$ cat src/design/gtc_pkg.sv
package gtc_pkg;

    // Register offsets on the plain register port.
    localparam logic [3:0] ADDR_COUNTER_CTRL = 4'h0;
    localparam logic [3:0] ADDR_GATE_CTRL    = 4'h1;
    localparam logic [3:0] ADDR_IRQ_FLAGS    = 4'h2;
    localparam logic [3:0] ADDR_IRQ_ENABLE   = 4'h3;
    localparam logic [3:0] ADDR_COUNT_LOW    = 4'h4;
    localparam logic [3:0] ADDR_COUNT_HIGH   = 4'h5;
    localparam logic [3:0] ADDR_OPTION       = 4'h6;
    localparam logic [3:0] ADDR_EIGHT_COUNT  = 4'h7;
    localparam logic [3:0] ADDR_PERIOD_COUNT = 4'h8;
    localparam logic [3:0] ADDR_PERIOD_LIMIT = 4'h9;

    // Counter control fields.
    localparam int RUN_POS   = 0;
    localparam int SYNCB_POS = 2;
    // Gate control fields.
    localparam int GSEL_LO   = 0;
    localparam int GVAL_POS  = 2;
    localparam int GGO_POS   = 3;
    localparam int GSPM_POS  = 4;
    localparam int GTM_POS   = 5;
    localparam int GPOL_POS  = 6;
    localparam int GEN_POS   = 7;
    // Flag and enable fields.
    localparam int OVF_POS   = 0;
    localparam int GEV_POS   = 7;
    localparam int PERIPHERAL_IRQ_ENABLE_POS  = 6;
    localparam int GIE_POS   = 5;
    // Option fields.
    localparam int PS_LO     = 0;
    localparam int PSA_POS   = 3;

    localparam logic [7:0]  BYTE_ZERO   = 8'h00;
    localparam logic [7:0]  BYTE_MAX    = 8'hFF;
    localparam logic [15:0] COUNT_MAX   = 16'hFFFF;
    localparam logic [15:0] COUNT_ZERO  = 16'h0000;
    localparam logic [7:0]  OPTION_RST  = 8'hFF;
    localparam logic [7:0]  LIMIT_RST   = 8'hFF;
    localparam logic [7:0]  PRESC_ONE   = 8'h01;

    // Watchdog base tick: one per this many clock cycles.
    localparam int          WDT_BASE_NS  = 640;
    localparam int          CLK_NS       = 40;
    localparam logic [7:0]  WDT_BASE_CYC = 8'(WDT_BASE_NS / CLK_NS);

    typedef enum logic [1:0] {
        GSRC_PIN    = 2'b00,
        GSRC_EIGHT  = 2'b01,
        GSRC_PERIOD = 2'b10,
        GSRC_WDOG   = 2'b11
    } gtc_gsrc_type;

    typedef enum logic [1:0] {
        SP_IDLE  = 2'b00,
        SP_ARMED = 2'b01,
        SP_COUNT = 2'b10
    } gtc_sp_type;

    typedef struct packed {
        logic         gate_enable_bit;
        logic         gate_polarity_bit;
        logic         gate_toggle_enable;
        logic         gate_single_pulse_enable;
        logic         gate_pulse_go_done;
        gtc_gsrc_type gate_source_select;
    } gtc_gate_cfg_type;

    typedef struct packed {
        logic [3:0] addr;
        logic [7:0] wdata;
        logic       wr;
        logic       rd;
    } gtc_bus_type;

endpackage

$ cat src/design/gtc_gated_timer.sv
// Decided for this implementation: the strobed register port and the placing of the registers.
`timescale 1ns/10ps
module gtc_gated_timer (
    input  wire logic       clk,
    input  wire logic       rst,
    input  wire logic [3:0] addr,
    input  wire logic [7:0] wdata,
    input  wire logic       wr,
    input  wire logic       rd,
    output logic      [7:0] rdata,
    input  wire logic       gate_input,
    input  wire logic       external_count_pin,
    input  wire logic       eight_bit_tick,
    input  wire logic       period_tick,
    input  wire logic       watchdog_enable_fuse,
    input  wire logic       watchdog_clear_instr,
    input  wire logic       sleep_mode,
    output logic            irq,
    output logic            wake,
    output logic            vector_req,
    output logic            watchdog_reset
);

    function automatic logic rise(input logic prev, input logic cur);
        rise = cur & ~prev;
    endfunction

    function automatic logic fall(input logic prev, input logic cur);
        fall = prev & ~cur;
    endfunction

    gtc_pkg::gtc_bus_type      bus;
    gtc_pkg::gtc_gate_cfg_type gcfg_q, gcfg_d;
    gtc_pkg::gtc_sp_type       sp_q, sp_d;

    logic        run_q, run_d, syncb_q, syncb_d;
    logic        ovf_flag_q, ovf_flag_d, gev_flag_q, gev_flag_d;
    logic        ovf_ie_q, ovf_ie_d, gev_ie_q, gev_ie_d;
    logic        peripheral_irq_enable_q, peripheral_irq_enable_d, gie_q, gie_d;
    logic [7:0]  option_q, option_d;
    logic [15:0] count_q, count_d;
    logic        armed_q, armed_d, clk_prev_q;
    logic [7:0]  eight_q, eight_d, per_q, per_d, limit_q, limit_d;
    logic        eight_pulse_q, eight_pulse_d, per_pulse_q, per_pulse_d;
    logic [7:0]  wbase_q, wbase_d, wpre_q, wpre_d, wdog_q, wdog_d;
    logic        wdog_pulse_q, wdog_pulse_d;
    logic        src_prev_q, tff_q, tff_d, gval_q, gval_d;
    logic [7:0]  rdata_d;
    logic        irq_d, wake_d, vec_d, wrst_d;

    logic        src_raw, src_act, gate_ctl, count_en, inc, wdog_on;
    logic        pre_done;
    logic [7:0]  pre_limit;

    assign bus = '{addr: addr, wdata: wdata, wr: wr, rd: rd};

    // Gate path.
    always_comb
    begin
        case (gcfg_q.gate_source_select)
            gtc_pkg::GSRC_PIN:    src_raw = gate_input;
            gtc_pkg::GSRC_EIGHT:  src_raw = eight_pulse_q;
            gtc_pkg::GSRC_PERIOD: src_raw = per_pulse_q;
            gtc_pkg::GSRC_WDOG:   src_raw = wdog_pulse_q;
            default:              src_raw = gate_input;
        endcase
        src_act = gcfg_q.gate_polarity_bit ? src_raw : ~src_raw;
        tff_d = tff_q;
        if (!gcfg_q.gate_toggle_enable)
        begin
            tff_d = 1'b0;
        end
        else if (rise(src_prev_q, src_act))
        begin
            tff_d = ~tff_q;
        end
        gate_ctl = gcfg_q.gate_toggle_enable ? tff_q : src_act;
        // Single-pulse sequencing works on the toggled value too.
        sp_d = sp_q;
        gcfg_d = gcfg_q;
        if (!gcfg_q.gate_single_pulse_enable || !gcfg_q.gate_pulse_go_done)
        begin
            sp_d = gtc_pkg::SP_IDLE;
        end
        else
        begin
            case (sp_q)
                gtc_pkg::SP_IDLE:  sp_d = gate_ctl ? gtc_pkg::SP_IDLE : gtc_pkg::SP_ARMED;
                gtc_pkg::SP_ARMED: sp_d = gate_ctl ? gtc_pkg::SP_COUNT : gtc_pkg::SP_ARMED;
                gtc_pkg::SP_COUNT:
                begin
                    if (!gate_ctl)
                    begin
                        sp_d = gtc_pkg::SP_IDLE;
                        gcfg_d.gate_pulse_go_done = 1'b0;
                    end
                end
                default:           sp_d = gtc_pkg::SP_IDLE;
            endcase
        end
        if (gcfg_q.gate_single_pulse_enable)
        begin
            gval_d = (sp_q == gtc_pkg::SP_COUNT) && gate_ctl;
        end
        else
        begin
            gval_d = gate_ctl;
        end
        if (bus.wr && bus.addr == gtc_pkg::ADDR_GATE_CTRL)
        begin
            gcfg_d.gate_enable_bit          = bus.wdata[gtc_pkg::GEN_POS];
            gcfg_d.gate_polarity_bit        = bus.wdata[gtc_pkg::GPOL_POS];
            gcfg_d.gate_toggle_enable       = bus.wdata[gtc_pkg::GTM_POS];
            gcfg_d.gate_single_pulse_enable = bus.wdata[gtc_pkg::GSPM_POS];
            gcfg_d.gate_pulse_go_done       = bus.wdata[gtc_pkg::GGO_POS]
                                            & bus.wdata[gtc_pkg::GSPM_POS];
            gcfg_d.gate_source_select = gtc_pkg::gtc_gsrc_type'(
                bus.wdata[gtc_pkg::GSEL_LO +: 2]);
        end
    end

    // Eight-bit timer, period timer and watchdog sources.
    always_comb
    begin
        eight_d = eight_q;
        eight_pulse_d = 1'b0;
        if (bus.wr && bus.addr == gtc_pkg::ADDR_EIGHT_COUNT)
        begin
            eight_d = bus.wdata;
        end
        else if (eight_bit_tick)
        begin
            eight_d = eight_q + 8'h01;
            eight_pulse_d = (eight_q == gtc_pkg::BYTE_MAX);
        end
        per_d = per_q;
        per_pulse_d = 1'b0;
        limit_d = limit_q;
        if (bus.wr && bus.addr == gtc_pkg::ADDR_PERIOD_LIMIT)
        begin
            limit_d = bus.wdata;
        end
        if (bus.wr && bus.addr == gtc_pkg::ADDR_PERIOD_COUNT)
        begin
            per_d = bus.wdata;
        end
        else if (period_tick)
        begin
            if (per_q == limit_q)
            begin
                per_d = gtc_pkg::BYTE_ZERO;
                per_pulse_d = 1'b1;
            end
            else
            begin
                per_d = per_q + 8'h01;
            end
        end
        wdog_on = watchdog_enable_fuse || (gcfg_q.gate_enable_bit
                  && gcfg_q.gate_source_select == gtc_pkg::GSRC_WDOG);
        // Prescaler only serves the watchdog when assigned to it.
        pre_limit = option_q[gtc_pkg::PSA_POS]
                  ? 8'(gtc_pkg::PRESC_ONE << option_q[gtc_pkg::PS_LO +: 3])
                  : gtc_pkg::PRESC_ONE;
        wbase_d = wbase_q;
        wpre_d = wpre_q;
        wdog_d = wdog_q;
        wdog_pulse_d = 1'b0;
        pre_done = 1'b0;
        if (!wdog_on || watchdog_clear_instr)
        begin
            wbase_d = gtc_pkg::BYTE_ZERO;
            wpre_d = gtc_pkg::BYTE_ZERO;
            wdog_d = gtc_pkg::BYTE_ZERO;
        end
        else if (wbase_q == gtc_pkg::WDT_BASE_CYC - 8'h01)
        begin
            wbase_d = gtc_pkg::BYTE_ZERO;
            pre_done = (wpre_q >= pre_limit - 8'h01);
            wpre_d = pre_done ? gtc_pkg::BYTE_ZERO : wpre_q + 8'h01;
            if (pre_done)
            begin
                wdog_d = wdog_q + 8'h01;
                wdog_pulse_d = (wdog_q == gtc_pkg::BYTE_MAX);
            end
        end
        else
        begin
            wbase_d = wbase_q + 8'h01;
        end
        wrst_d = wdog_pulse_q && watchdog_enable_fuse && !sleep_mode;
    end

    // Counter, flags and register port.
    always_comb
    begin
        count_en = run_q && (!gcfg_q.gate_enable_bit || gval_q);
        armed_d = armed_q;
        if (!run_q)
        begin
            armed_d = 1'b0;
        end
        else if (fall(clk_prev_q, external_count_pin))
        begin
            armed_d = 1'b1;
        end
        inc = count_en && armed_q && rise(clk_prev_q, external_count_pin)
              && (!sleep_mode || syncb_q);
        count_d = inc ? count_q + 16'h0001 : count_q;
        run_d = run_q;
        syncb_d = syncb_q;
        option_d = option_q;
        ovf_ie_d = ovf_ie_q;
        gev_ie_d = gev_ie_q;
        peripheral_irq_enable_d = peripheral_irq_enable_q;
        gie_d = gie_q;
        ovf_flag_d = ovf_flag_q;
        gev_flag_d = gev_flag_q;
        if (bus.wr)
        begin
            case (bus.addr)
                gtc_pkg::ADDR_COUNTER_CTRL:
                begin
                    run_d = bus.wdata[gtc_pkg::RUN_POS];
                    syncb_d = bus.wdata[gtc_pkg::SYNCB_POS];
                end
                gtc_pkg::ADDR_IRQ_FLAGS:
                begin
                    ovf_flag_d = bus.wdata[gtc_pkg::OVF_POS];
                    gev_flag_d = bus.wdata[gtc_pkg::GEV_POS];
                end
                gtc_pkg::ADDR_IRQ_ENABLE:
                begin
                    ovf_ie_d = bus.wdata[gtc_pkg::OVF_POS];
                    gev_ie_d = bus.wdata[gtc_pkg::GEV_POS];
                    peripheral_irq_enable_d = bus.wdata[gtc_pkg::PERIPHERAL_IRQ_ENABLE_POS];
                    gie_d = bus.wdata[gtc_pkg::GIE_POS];
                end
                gtc_pkg::ADDR_COUNT_LOW:
                begin
                    count_d = {count_q[15:8], bus.wdata};
                    armed_d = 1'b0;
                end
                gtc_pkg::ADDR_COUNT_HIGH:
                begin
                    count_d = {bus.wdata, count_q[7:0]};
                    armed_d = 1'b0;
                end
                gtc_pkg::ADDR_OPTION:       option_d = bus.wdata;
                default:                    ;
            endcase
        end
        // Hardware set wins over a software clear in the same cycle.
        if (inc && count_q == gtc_pkg::COUNT_MAX)
        begin
            ovf_flag_d = 1'b1;
        end
        if (fall(gval_q, gval_d))
        begin
            gev_flag_d = 1'b1;
        end
        irq_d = (ovf_flag_q && ovf_ie_q && run_q && peripheral_irq_enable_q && gie_q)
             || (gev_flag_q && gev_ie_q && peripheral_irq_enable_q && gie_q);
        wake_d = sleep_mode && ((ovf_flag_q && ovf_ie_q && peripheral_irq_enable_q)
                 || (gev_flag_q && gev_ie_q && peripheral_irq_enable_q));
        vec_d = wake_d && gie_q;
        rdata_d = gtc_pkg::BYTE_ZERO;
        if (bus.rd)
        begin
            case (bus.addr)
                gtc_pkg::ADDR_COUNTER_CTRL:
                begin
                    rdata_d[gtc_pkg::RUN_POS] = run_q;
                    rdata_d[gtc_pkg::SYNCB_POS] = syncb_q;
                end
                gtc_pkg::ADDR_GATE_CTRL:
                begin
                    rdata_d[gtc_pkg::GEN_POS] = gcfg_q.gate_enable_bit;
                    rdata_d[gtc_pkg::GPOL_POS] = gcfg_q.gate_polarity_bit;
                    rdata_d[gtc_pkg::GTM_POS] = gcfg_q.gate_toggle_enable;
                    rdata_d[gtc_pkg::GSPM_POS] = gcfg_q.gate_single_pulse_enable;
                    rdata_d[gtc_pkg::GGO_POS] = gcfg_q.gate_pulse_go_done;
                    rdata_d[gtc_pkg::GVAL_POS] = gval_q;
                    rdata_d[gtc_pkg::GSEL_LO +: 2] = gcfg_q.gate_source_select;
                end
                gtc_pkg::ADDR_IRQ_FLAGS:
                begin
                    rdata_d[gtc_pkg::OVF_POS] = ovf_flag_q;
                    rdata_d[gtc_pkg::GEV_POS] = gev_flag_q;
                end
                gtc_pkg::ADDR_IRQ_ENABLE:
                begin
                    rdata_d[gtc_pkg::OVF_POS] = ovf_ie_q;
                    rdata_d[gtc_pkg::GEV_POS] = gev_ie_q;
                    rdata_d[gtc_pkg::PERIPHERAL_IRQ_ENABLE_POS] = peripheral_irq_enable_q;
                    rdata_d[gtc_pkg::GIE_POS] = gie_q;
                end
                gtc_pkg::ADDR_COUNT_LOW:    rdata_d = count_q[7:0];
                gtc_pkg::ADDR_COUNT_HIGH:   rdata_d = count_q[15:8];
                gtc_pkg::ADDR_OPTION:       rdata_d = option_q;
                gtc_pkg::ADDR_EIGHT_COUNT:  rdata_d = eight_q;
                gtc_pkg::ADDR_PERIOD_COUNT: rdata_d = per_q;
                gtc_pkg::ADDR_PERIOD_LIMIT: rdata_d = limit_q;
                default:                    rdata_d = gtc_pkg::BYTE_ZERO;
            endcase
        end
    end

    always_ff @(posedge clk or posedge rst)
    begin
        if (rst)
        begin
            gcfg_q <= '{gate_source_select: gtc_pkg::GSRC_PIN, default: 1'b0};
            sp_q <= gtc_pkg::SP_IDLE;
            src_prev_q <= 1'b0;
            tff_q <= 1'b0;
            gval_q <= 1'b0;
            eight_q <= gtc_pkg::BYTE_ZERO;
            eight_pulse_q <= 1'b0;
            per_q <= gtc_pkg::BYTE_ZERO;
            per_pulse_q <= 1'b0;
            limit_q <= gtc_pkg::LIMIT_RST;
            wbase_q <= gtc_pkg::BYTE_ZERO;
            wpre_q <= gtc_pkg::BYTE_ZERO;
            wdog_q <= gtc_pkg::BYTE_ZERO;
            wdog_pulse_q <= 1'b0;
            run_q <= 1'b0;
            syncb_q <= 1'b0;
            option_q <= gtc_pkg::OPTION_RST;
            ovf_ie_q <= 1'b0;
            gev_ie_q <= 1'b0;
            peripheral_irq_enable_q <= 1'b0;
            gie_q <= 1'b0;
            ovf_flag_q <= 1'b0;
            gev_flag_q <= 1'b0;
            count_q <= gtc_pkg::COUNT_ZERO;
            armed_q <= 1'b0;
            clk_prev_q <= 1'b0;
            rdata <= gtc_pkg::BYTE_ZERO;
            irq <= 1'b0;
            wake <= 1'b0;
            vector_req <= 1'b0;
            watchdog_reset <= 1'b0;
        end
        else
        begin
            gcfg_q <= gcfg_d;
            sp_q <= sp_d;
            src_prev_q <= src_act;
            tff_q <= tff_d;
            gval_q <= gval_d;
            eight_q <= eight_d;
            eight_pulse_q <= eight_pulse_d;
            per_q <= per_d;
            per_pulse_q <= per_pulse_d;
            limit_q <= limit_d;
            wbase_q <= wbase_d;
            wpre_q <= wpre_d;
            wdog_q <= wdog_d;
            wdog_pulse_q <= wdog_pulse_d;
            run_q <= run_d;
            syncb_q <= syncb_d;
            option_q <= option_d;
            ovf_ie_q <= ovf_ie_d;
            gev_ie_q <= gev_ie_d;
            peripheral_irq_enable_q <= peripheral_irq_enable_d;
            gie_q <= gie_d;
            ovf_flag_q <= ovf_flag_d;
            gev_flag_q <= gev_flag_d;
            count_q <= count_d;
            armed_q <= armed_d;
            clk_prev_q <= external_count_pin;
            rdata <= rdata_d;
            irq <= irq_d;
            wake <= wake_d;
            vector_req <= vec_d;
            watchdog_reset <= wrst_d;
        end
    end

endmodule

$ cat config.mk
export PLATFORM = sky130hd
export DESIGN_NAME = gtc_gated_timer
export DESIGN_NICKNAME = d
export VERILOG_FILES = /design/src/design/gtc_pkg.sv /design/src/design/gtc_gated_timer.sv
export SDC_FILE = /design/constraint.sdc
export NUM_CORES = 1
export LEC_CHECK = 0
export BUFFER_PORTS_ARGS = -buffer_cell sky130_fd_sc_hd__buf_2
export CAP_MARGIN = 20
export CORE_MARGIN = 3
export CORE_UTILIZATION = 39
export DETAILED_ROUTE_END_ITERATION = 6
export PLACE_DENSITY = 0.67
export SYNTH_ARGS = -nofsm -noshare
export SYNTH_HDL_FRONTEND = slang
export SYNTH_SLANG_ARGS = --single-unit
$ cat constraint.sdc
create_clock -name clk -period 7.15 [get_ports clk]
set_input_delay 0.3575 -clock clk [delete_from_list [all_inputs] [get_ports clk]]
set_output_delay 0.3575 -clock clk [all_outputs]
set_load 0.03 [all_outputs]
# Word-level counts from Yosys, hierarchy flattened
# Index checks and enable logic that the tools add are counted.
[op_classes] n_eq_ne=25 n_mux=57 order_cmp=1 reduce_logical=55 n_shift=1 n_addsub=7 bitwise_logic=11
[op_table] operator="$mux 8" count=15
[op_table] operator="$add 8x1->8 const B" count=5
[op_table] operator="$mux 16" count=2
[op_table] operator="$pmux 16 s2" count=1
[op_table] operator="$mux 1" count=27
[op_table] operator="$logic_and 1x1->1" count=23
[op_table] operator="$reduce_bool 2->1" count=9
[op_table] operator="$add 16x1->16 const B" count=1
[op_table] operator="$eq 16x16->1 const B" count=1
[op_table] operator="$eq 4x3->1 const B" count=4
[op_table] operator="$eq 8x8->1 const B" count=2
[op_table] operator="$pmux 2 s8" count=1
[op_table] operator="$pmux 2 s7" count=1
[op_table] operator="$reduce_and 2->1" count=6
[op_table] operator="$pmux 1 s10" count=1
[op_table] operator="$pmux 1 s9" count=1
[op_table] operator="$eq 4x2->1 const B" count=2
[op_table] operator="$eq 4x4->1 const B" count=2
[op_table] operator="$eq 8x4->1 const B" count=1
[op_table] operator="$eq 8x8->1" count=1
[op_table] operator="$ge 8x8->1" count=1
[op_table] operator="$pmux 1 s8" count=1
[op_table] operator="$shl 1x3->8 const A" count=1
[op_table] operator="$sub 8x1->8 const B" count=1
[op_table] operator="19 further kinds" count=47
[totals] register_bits=109 output_inout_bits=12 input_bits=23 word_cells=194

# Longest topological paths before layout
# Gate-level depths: netlist of the first run.
[depth] ltp_word=11 depth_mapped=15 depth_no_buf=13

# Worst setup path before layout of the first run
# Ideal clock, no wire load.
[synth_timing] path_type="reg-to-reg" from="register option_q[3]" to="register wdog_q[6]" period_less_slack_ns=3.044 setup_slack_ns=4.106 arrival_time_ns=2.967 t_required_ns=7.072 setup_ns=0.078 n_path_buf=1 path_stages_with_launch=14 cell_sequence="dfstp_2 clkbuf_1 nand3_1 ha_1 nor2_1 nand2_1 nand2_1 a32oi_1 ha_1 o21a_1 o211ai_4 or3_4 or4_1 a21oi_1"
[synth_between] elab_chain_len=5
[synth_lines] item="start, declared" line="gtc_gated_timer.sv:40" text="logic [7:0] option_q, option_d;"
[synth_lines] item="start signal, assigned" line="gtc_gated_timer.sv:329" text="option_q <= gtc_pkg::OPTION_RST;"
[synth_lines] item="start signal, assigned" line="gtc_gated_timer.sv:363" text="option_q <= option_d;"
[synth_lines] item="$mux 8" line="gtc_gated_timer.sv:163" text="? 8'(gtc_pkg::PRESC_ONE << option_q[gtc_pkg::PS_LO +: 3])"
[synth_lines] item="$sub 8x1->8" line="gtc_gated_timer.sv:179" text="pre_done = (wpre_q >= pre_limit - 8'h01);"
[synth_lines] item="$ge 8x8->1" line="gtc_gated_timer.sv:179"
[synth_lines] item="$reduce_bool 2->1 (no line)"
[synth_lines] item="$reduce_and 2->1 (no line)"
[synth_lines] item="end signal, assigned" line="gtc_gated_timer.sv:325" text="wdog_q <= gtc_pkg::BYTE_ZERO;"
[synth_lines] item="end signal, assigned" line="gtc_gated_timer.sv:359" text="wdog_q <= wdog_d;"
[synth_lines] item="end, declared" line="gtc_gated_timer.sv:45" text="logic [7:0] wbase_q, wbase_d, wpre_q, wpre_d, wdog_q, wdog_d;"
# No other way between the ends.
# A chain may end at the register's enable or synchronous reset.

# Final worst setup path of the first run
[layout_timing] from="register option_q[3]" to="register wdog_q[3]"
# Same word-level chain as after synthesis.

==> flow_metrics.py, run 1 <==
metrics = {
    "run_status": {
        "status": "complete, no violations",
    },
    "clocking": {
        "post-cts-setup-buffers": 0,
        "clk_pin_slew_worst_paths_ps": 70,
        "cts_root_buf": "clkbuf_16",
        "cts_buffers": 9,
        "h-tree-depth": 3,
        "cts_resized": 0,
        "cts_tree": "yes",
        "cts.path.max_buffers": 2,
        "clk_latency_ps": 350,
        "clock_sink_count": 109,
    },
    "setup_path": {
        "required_ps": 7420,
        "cp.arrival_ps": 3480,
        "path_max_fanout": 12,
        "end_kind": "flop",
        "startpoint_type": "flop",
        "critical_path_class": "flop to flop",
    },
    "synth": {
        "yosys-top-cells-count": "93 x dfrtp_1, 81 x nand2_1, 46 x nor2_1",
        "synth.largest_area_cell": "dfrtp_1",
        "synth.most_common_cell": "dfrtp_1",
        "synthTopCellsByArea": "dfrtp_1 37%, dfstp_2 6.7%, mux2_2 5.2%, nand2_1 4.9%, o21ai_0 3.4%",
        "synth_edf_count": 0,
        "synth_nets": 690,
        "synth_flop_cell": "dfrtp_1",
        "synth_area_um2": 6240,
        "synth_area_per_cell_um2": 9.55,
        "yosysWarningCount": 0,
        "syn-instance-count": 653,
        "async_flop_share_pct": 100,
        "yosysTopAreaCellShare_pct": 37.3,
        "synth_seq_area_share_pct": 44.1,
        "synth.distinct_cells": 71,
        "ys_seq_elements": 109,
    },
    "floorplan": {
        "core.rowCount": 45,
        "design.die.area_um2": 17500,
        "io_pins": 35,
        "start_util_pct": 40.4,
        "core_area_um2": 15400,
        "die_w_um": 132,
        "dieHeight_um": 132,
    },
    "route": {
        "route.met3.wl_mm": 1.26,
        "met1_length_mm": 7.15,
        "wirelength_mm": 16.6,
        "avgRoutedWirePerCell_um": 18.8,
        "drcViolationCount": 0,
        "via_count": 5271,
        "met2WireLength_mm": 7.63,
        "ant_nets": 0,
        "drt_iter0_markers": 461,
        "drt-vias-per-instance": 5.98,
        "top_layer": "met4",
        "firstDrtPassIters": 5,
    },
    "pwr": {
        "power_leakage_nw": 2.86,
        "power_density_nw_per_um2": 263,
        "max-vdd-ir-drop_mv": 0.126,
        "power_mw": 1.81,
    },
    "placed_design": {
        "dpl-instance-area_um2": 6550,
        "pre_cts_slack_ps": 3960,
        "hpwl_mm": 11.8,
        "routabilityCongestion": 0.951,
        "io_buffers": 34,
    },
    "global_routing": {
        "grt_max_degree": 84,
        "globalRouteOverflowTotal": 0,
        "antenna_found_initial": 0,
        "grt_use_total_pct": 19.4,
        "grt_pass1_wl_mm": 27.6,
        "grt_pass1_vias": 5211,
    },
    "sta": {
        "worst_pin_slew_ps": 899,
        "final-max-slew-violation-count": 0,
        "period_minus_slack_ps": 3210,
        "max_freq_ghz": 0.312,
        "setup_viol": 0,
        "slew_headroom_pct": 39.9,
        "fin_worst_skew_ps": 5.47,
        "grt_setup_unrepaired": "no",
        "hold_viol": 0,
        "setup_tns_ps": 0,
        "fin_crit_sh_pct": 44.9,
        "setup_ws_ps": 3940,
    },
    "run": {
        "cap_viol_max_count": 0,
    },
    "finish": {
        "fin_area_um2": 6890,
        "final_nets": 703,
        "area_growth_pct": 10.4,
        "drive_gt1_share_pct": 17.0,
        "n_antenna_cell": 0,
    },
    "hold_path": {
        "hp-class": "input port to flop",
    },
}
[cell families after synthesis]
group / share of synthesized area (%)
flip-flops: 44.1
other: 0.0601
adder cells (fa/ha/maj): 2.81
AND/OR/NAND/NOR: 20.5
XOR/XNOR: 4.07
multiplexers: 8.89
AO/OA/AOI/OAI: 16.5
buffers and inverters: 3.09
[sequential cells by signal (all words and copies together) (netlist names), 2 cells and up]
name      flops
wdog_q        8
wbase_q       8
sp_q          2
count_q      16
rdata         8
eight_q       8
limit_q       8
per_q         8
wpre_q        8
option_q      8
gcfg_q        7
[path summary, 6_finish.rpt]
kind                       cells after the start  slack [ps]         end               start
max                                           11        3940   wdog_q[3]         option_q[3]
min                                            1         150  clk_prev_q  external_count_pin
max reg2reg                                   11        3940   wdog_q[3]         option_q[3]
min reg2reg                                    1         470  wbase_q[0]          wbase_q[0]
max in group asynchronous                      5        5680  limit_q[0]                 rst
min in group asynchronous                      3         520   wdog_q[0]                 rst
[power by group]
| part | switching [mW] | internal (mW) | leakage, nW |
|---|---|---|---|
| Clock | 0.226 | 0.282 | 0.142 |
| Combinational | 0.214 | 0.184 | 1.34 |
| Sequential | 0.160 | 0.742 | 1.37 |
[worst max-delay path, stage by stage, from the launching register on]
cell	delay [ps]
dfstp_2	650
nand3_1	110
ha_1	290
nor2_1	190
nand3_1	110
a21oi_1	150
a21oi_1	60
ha_1	310
o2111a_1	180
a22oi_1	210
or4_2	700
a21oi_1	160
[per-layer routing]
metal | global-route usage (%) | vias up
met5 | 0 | -
met4 | 7.04 | 0
met3 | 4.60 | 41
met2 | 30.5 | 223
met1 | 26.1 | 2589
li1 | - | 2418
[metrics by stage]
step	instances	utilization [%]	hold WS (ps)
after floorplan	653	-	389
after global placement	864	42.4	348
after detailed placement	864	42.4	349
after CTS	881	44.5	142
after global routing	882	44.6	153
final	882	44.6	153
[cells in the final DEF (no fill, tap or decap), drive strengths merged, types with 9 or more instances in the layout]
master	count
nor2b	14
nor2	46
and3	12
a21oi	28
mux2	29
xor2	20
dfrtp	93
dfstp	16
buf	37
o211ai	11
nor3	11
nand3	31
inv	15
o21ai	43
mux2i	16
xnor2	9
nand2	81
ha	14
clkbuf	11
nand4	14
[layout make-up]
type | instances | area [um^2]
Clock buffer | 11 | 243
Clock inverter | 5 | 58.8
Fill cell | 1513 | 8540
Inverter | 14 | 55.1
Multi-Input combinational cell | 494 | 3300
Sequential cell | 109 | 2750
Tap cell | 211 | 264
Timing Repair Buffer | 38 | 223
[repair_timing]
action | in CTS | in global routing
hold buffers | 1 | 0
setup endpoints to repair | 0 | 0
endpoints found under the hold margin | 26 | 0
Note: power is estimated with default switching activity, not from simulation.
==> run 2: changes to the inputs <==
ABC_AREA = 1   (was default)
clock period = 3.08 ns   (was 7.15 ns; I/O delays follow)
==> flow_metrics.py, run 2 <==
metrics = {
    "run_status": {
        "status": "complete, no violations",
    },
    "setup_path": {
        "slowest_delay_ps": 530,
        "cp.arrival_ps": 2920,
        "path_buf_inv": 3,
        "required_ps": 3330,
        "startpoint_type": "flop",
        "crit_chain": "inv_1 -> nor2_1 -> nand3_1 -> ha_1 -> nand2_1 -> xor2_1 -> inv_1 -> ha_1 -> nand2_1 -> nor2_1 -> nand2_1 -> nand3_1 -> nand2_2 -> inv_2 -> nor2_1",
        "slowest_stage": "dfstp_2",
        "path_delay_family": "simple AND/OR/NAND/NOR gates",
        "end_kind": "flop",
        "critical_path_class": "flop to flop",
        "path_max_fanout": 9,
    },
    "floorplan": {
        "core_area_um2": 15300,
        "dieHeight_um": 132,
        "design.die.area_um2": 17400,
        "io_pins": 35,
        "core.rowCount": 45,
        "start_util_pct": 40.3,
        "die_w_um": 132,
    },
    "sta": {
        "worst_pin_slew_ps": 655,
        "grt_setup_unrepaired": "no",
        "setup_ws_ps": 409,
        "hold_viol": 0,
        "fin_crit_sh_pct": 86.7,
        "max_freq_ghz": 0.374,
        "setup_tns_ps": 0,
        "fin_worst_skew_ps": 5.83,
        "setup_viol": 0,
        "final-max-slew-violation-count": 0,
        "period_minus_slack_ps": 2670,
        "slew_headroom_pct": 56.2,
    },
    "synth": {
        "syn-instance-count": 798,
        "ys_seq_elements": 109,
        "synth_edf_count": 0,
        "synth_seq_area_share_pct": 44.6,
        "synthTopCellsByArea": "dfrtp_1 38%, nand2_1 11%, dfstp_2 6.8%, inv_1 6.3%, o21ai_0 5.2%",
        "yosysTopAreaCellShare_pct": 37.8,
        "async_flop_share_pct": 100,
        "synth.distinct_cells": 38,
        "synth.most_common_cell": "nand2_1",
        "synth_area_per_cell_um2": 7.73,
        "synth_area_um2": 6160,
        "synth.largest_area_cell": "dfrtp_1",
        "synth_nets": 835,
        "yosys-top-cells-count": "187 x nand2_1, 104 x inv_1, 93 x dfrtp_1",
        "synth_flop_cell": "dfrtp_1",
        "yosysWarningCount": 0,
    },
    "hold_path": {
        "hp-class": "input port to flop",
    },
    "finish": {
        "multi_input_area_um2": 2940,
        "nFillCells": 1554,
        "largest_register_ffs": 16,
        "area_growth_pct": 11.8,
        "layout_commonest_cell": "nand2_1",
        "finish.utilization_pct": 45.0,
        "final_cell_mix": "187 x nand2_1, 103 x inv_1, 93 x dfrtp_1, 74 x nor2_1, 64 x o21ai_0",
        "drive_gt1_share_pct": 11.8,
        "seq_area_um2": 2750,
        "final_nets": 879,
        "n_antenna_cell": 0,
        "fin_cells": 1057,
        "largest-register": "count_q",
    },
    "global_routing": {
        "grt_pass1_wl_mm": 27.2,
        "grt_max_degree": 40,
        "globalRouteOverflowTotal": 0,
        "grt_pass1_vias": 5250,
        "grt_use_total_pct": 19.6,
        "antenna_found_initial": 1,
    },
    "placed_design": {
        "pre_cts_slack_ps": 468,
        "routabilityCongestion": 0.905,
        "hpwl_mm": 12.4,
        "io_buffers": 34,
        "dpl.cell_count": 1039,
    },
    "clocking": {
        "clk_latency_ps": 360,
        "cts.path.max_buffers": 2,
        "clk_pin_slew_worst_paths_ps": 70,
        "cts_tree": "yes",
        "clock_sink_count": 109,
        "cts_root_buf": "clkbuf_16",
        "h-tree-depth": 3,
        "cts_resized": 0,
        "post-cts-setup-buffers": 0,
        "cts_buffers": 9,
    },
    "route": {
        "wirelength_mm": 16.8,
        "drt_iter0_markers": 556,
        "drt-vias-per-instance": 5.19,
        "avgRoutedWirePerCell_um": 15.9,
        "drcViolationCount": 0,
        "ant_nets": 0,
        "via_count": 5487,
        "firstDrtPassIters": 5,
    },
    "pwr": {
        "max-vdd-ir-drop_mv": 0.283,
        "power_density_nw_per_um2": 605,
        "power_leakage_nw": 3.29,
        "clkPwrFrac_pct": 26.8,
        "seq_power_share_pct": 48.0,
        "p_sw_mw": 1.52,
        "internal_power_mw": 2.65,
        "swShare_pct": 36.5,
        "comb_power_share_pct": 25.1,
        "power_mw": 4.17,
    },
    "run": {
        "cap_viol_max_count": 0,
    },
}
run 2: path summary, 6_finish.rpt:
path,slack [ps],end,from,cells past startpoint
worst max-delay path,410,wpre_q[6],option_q[3],15
worst min-delay path,20,watchdog_reset,watchdog_enable_fuse,3
worst max register to register,410,wpre_q[6],option_q[3],15
worst min register to register,460,sp_q[0],sp_q[1],1
max in group asynchronous,1890,option_q[4],rst,4
min in group asynchronous,380,rdata[0],rst,3
run 2: logic make-up (layout without fill, tap and decap cells):
logic type / after synthesis / in the layout / synth area share, %
AND/OR/NAND/NOR: 369 / 369 / 26.2
AO/OA/AOI/OAI: 149 / 149 / 13.9
buffers and inverters: 123 / 171 / 7.73
flip-flops: 109 / 109 / 44.6
XOR/XNOR: 33 / 33 / 4.69
adder cells (fa/ha/maj): 14 / 14 / 2.84
other: 1 / 1 / 0.0608
run 2: layer usage:
metal,track usage [%],up-vias,wire [um]
li1,-,2719,-
met1,27.4,2539,7910
met3,5.13,39,1170
met5,0,-,13
met2,28.9,188,7080
met4,8.46,2,585
run 2: repair_timing:
| action | CTS | global route |
|---|---|---|
| hold buffers | 3 | 0 |
| endpoints found under the hold margin | 27 | 0 |
| setup endpoints to repair | 0 | 0 |
run 2: worst reg2reg max path, cell delays in order, from the launching register on:
cell and delay, ps:
dfstp_2 530, inv_1 70, nor2_1 160, nand3_1 110
ha_1 230, nand2_1 110, xor2_1 150, inv_1 60
ha_1 270, nand2_1 50, nor2_1 110, nand2_1 100
nand3_1 200, nand2_2 190, inv_2 170, nor2_1 60
run 2: cell type report:
class | instances | area share [%]
Clock buffer | 9 | 3.27
Clock inverter | 6 | 0.690
Inverter | 114 | 6.26
Multi-Input combinational cell | 566 | 42.6
Sequential cell | 109 | 39.9
Tap cell | 211 | 3.83
Timing Repair Buffer | 42 | 3.45
run 2: power groups by stage:
stage / Combinational (mW) / Sequential [mW] / Clock, mW
3_5_place_dp: 1.03 / 2.02 / 0
2_1_floorplan: 0.768 / 1.95 / 0
4_1_cts: 1.04 / 2.00 / 1.16
5_1_grt: 1.21 / 2.04 / 1.20
3_3_place_gp: 1.01 / 2.02 / 0
6_report: 1.05 / 2.01 / 1.12
run 2: metrics by stage:
stage               hold WS (ps)  instance area [um^2]
floorplan                    185                  6160
global route                30.4                  6890
finish                      23.5                  6890
detailed placement           236                  6590
global placement             230                  6590
CTS                         7.71                  6890
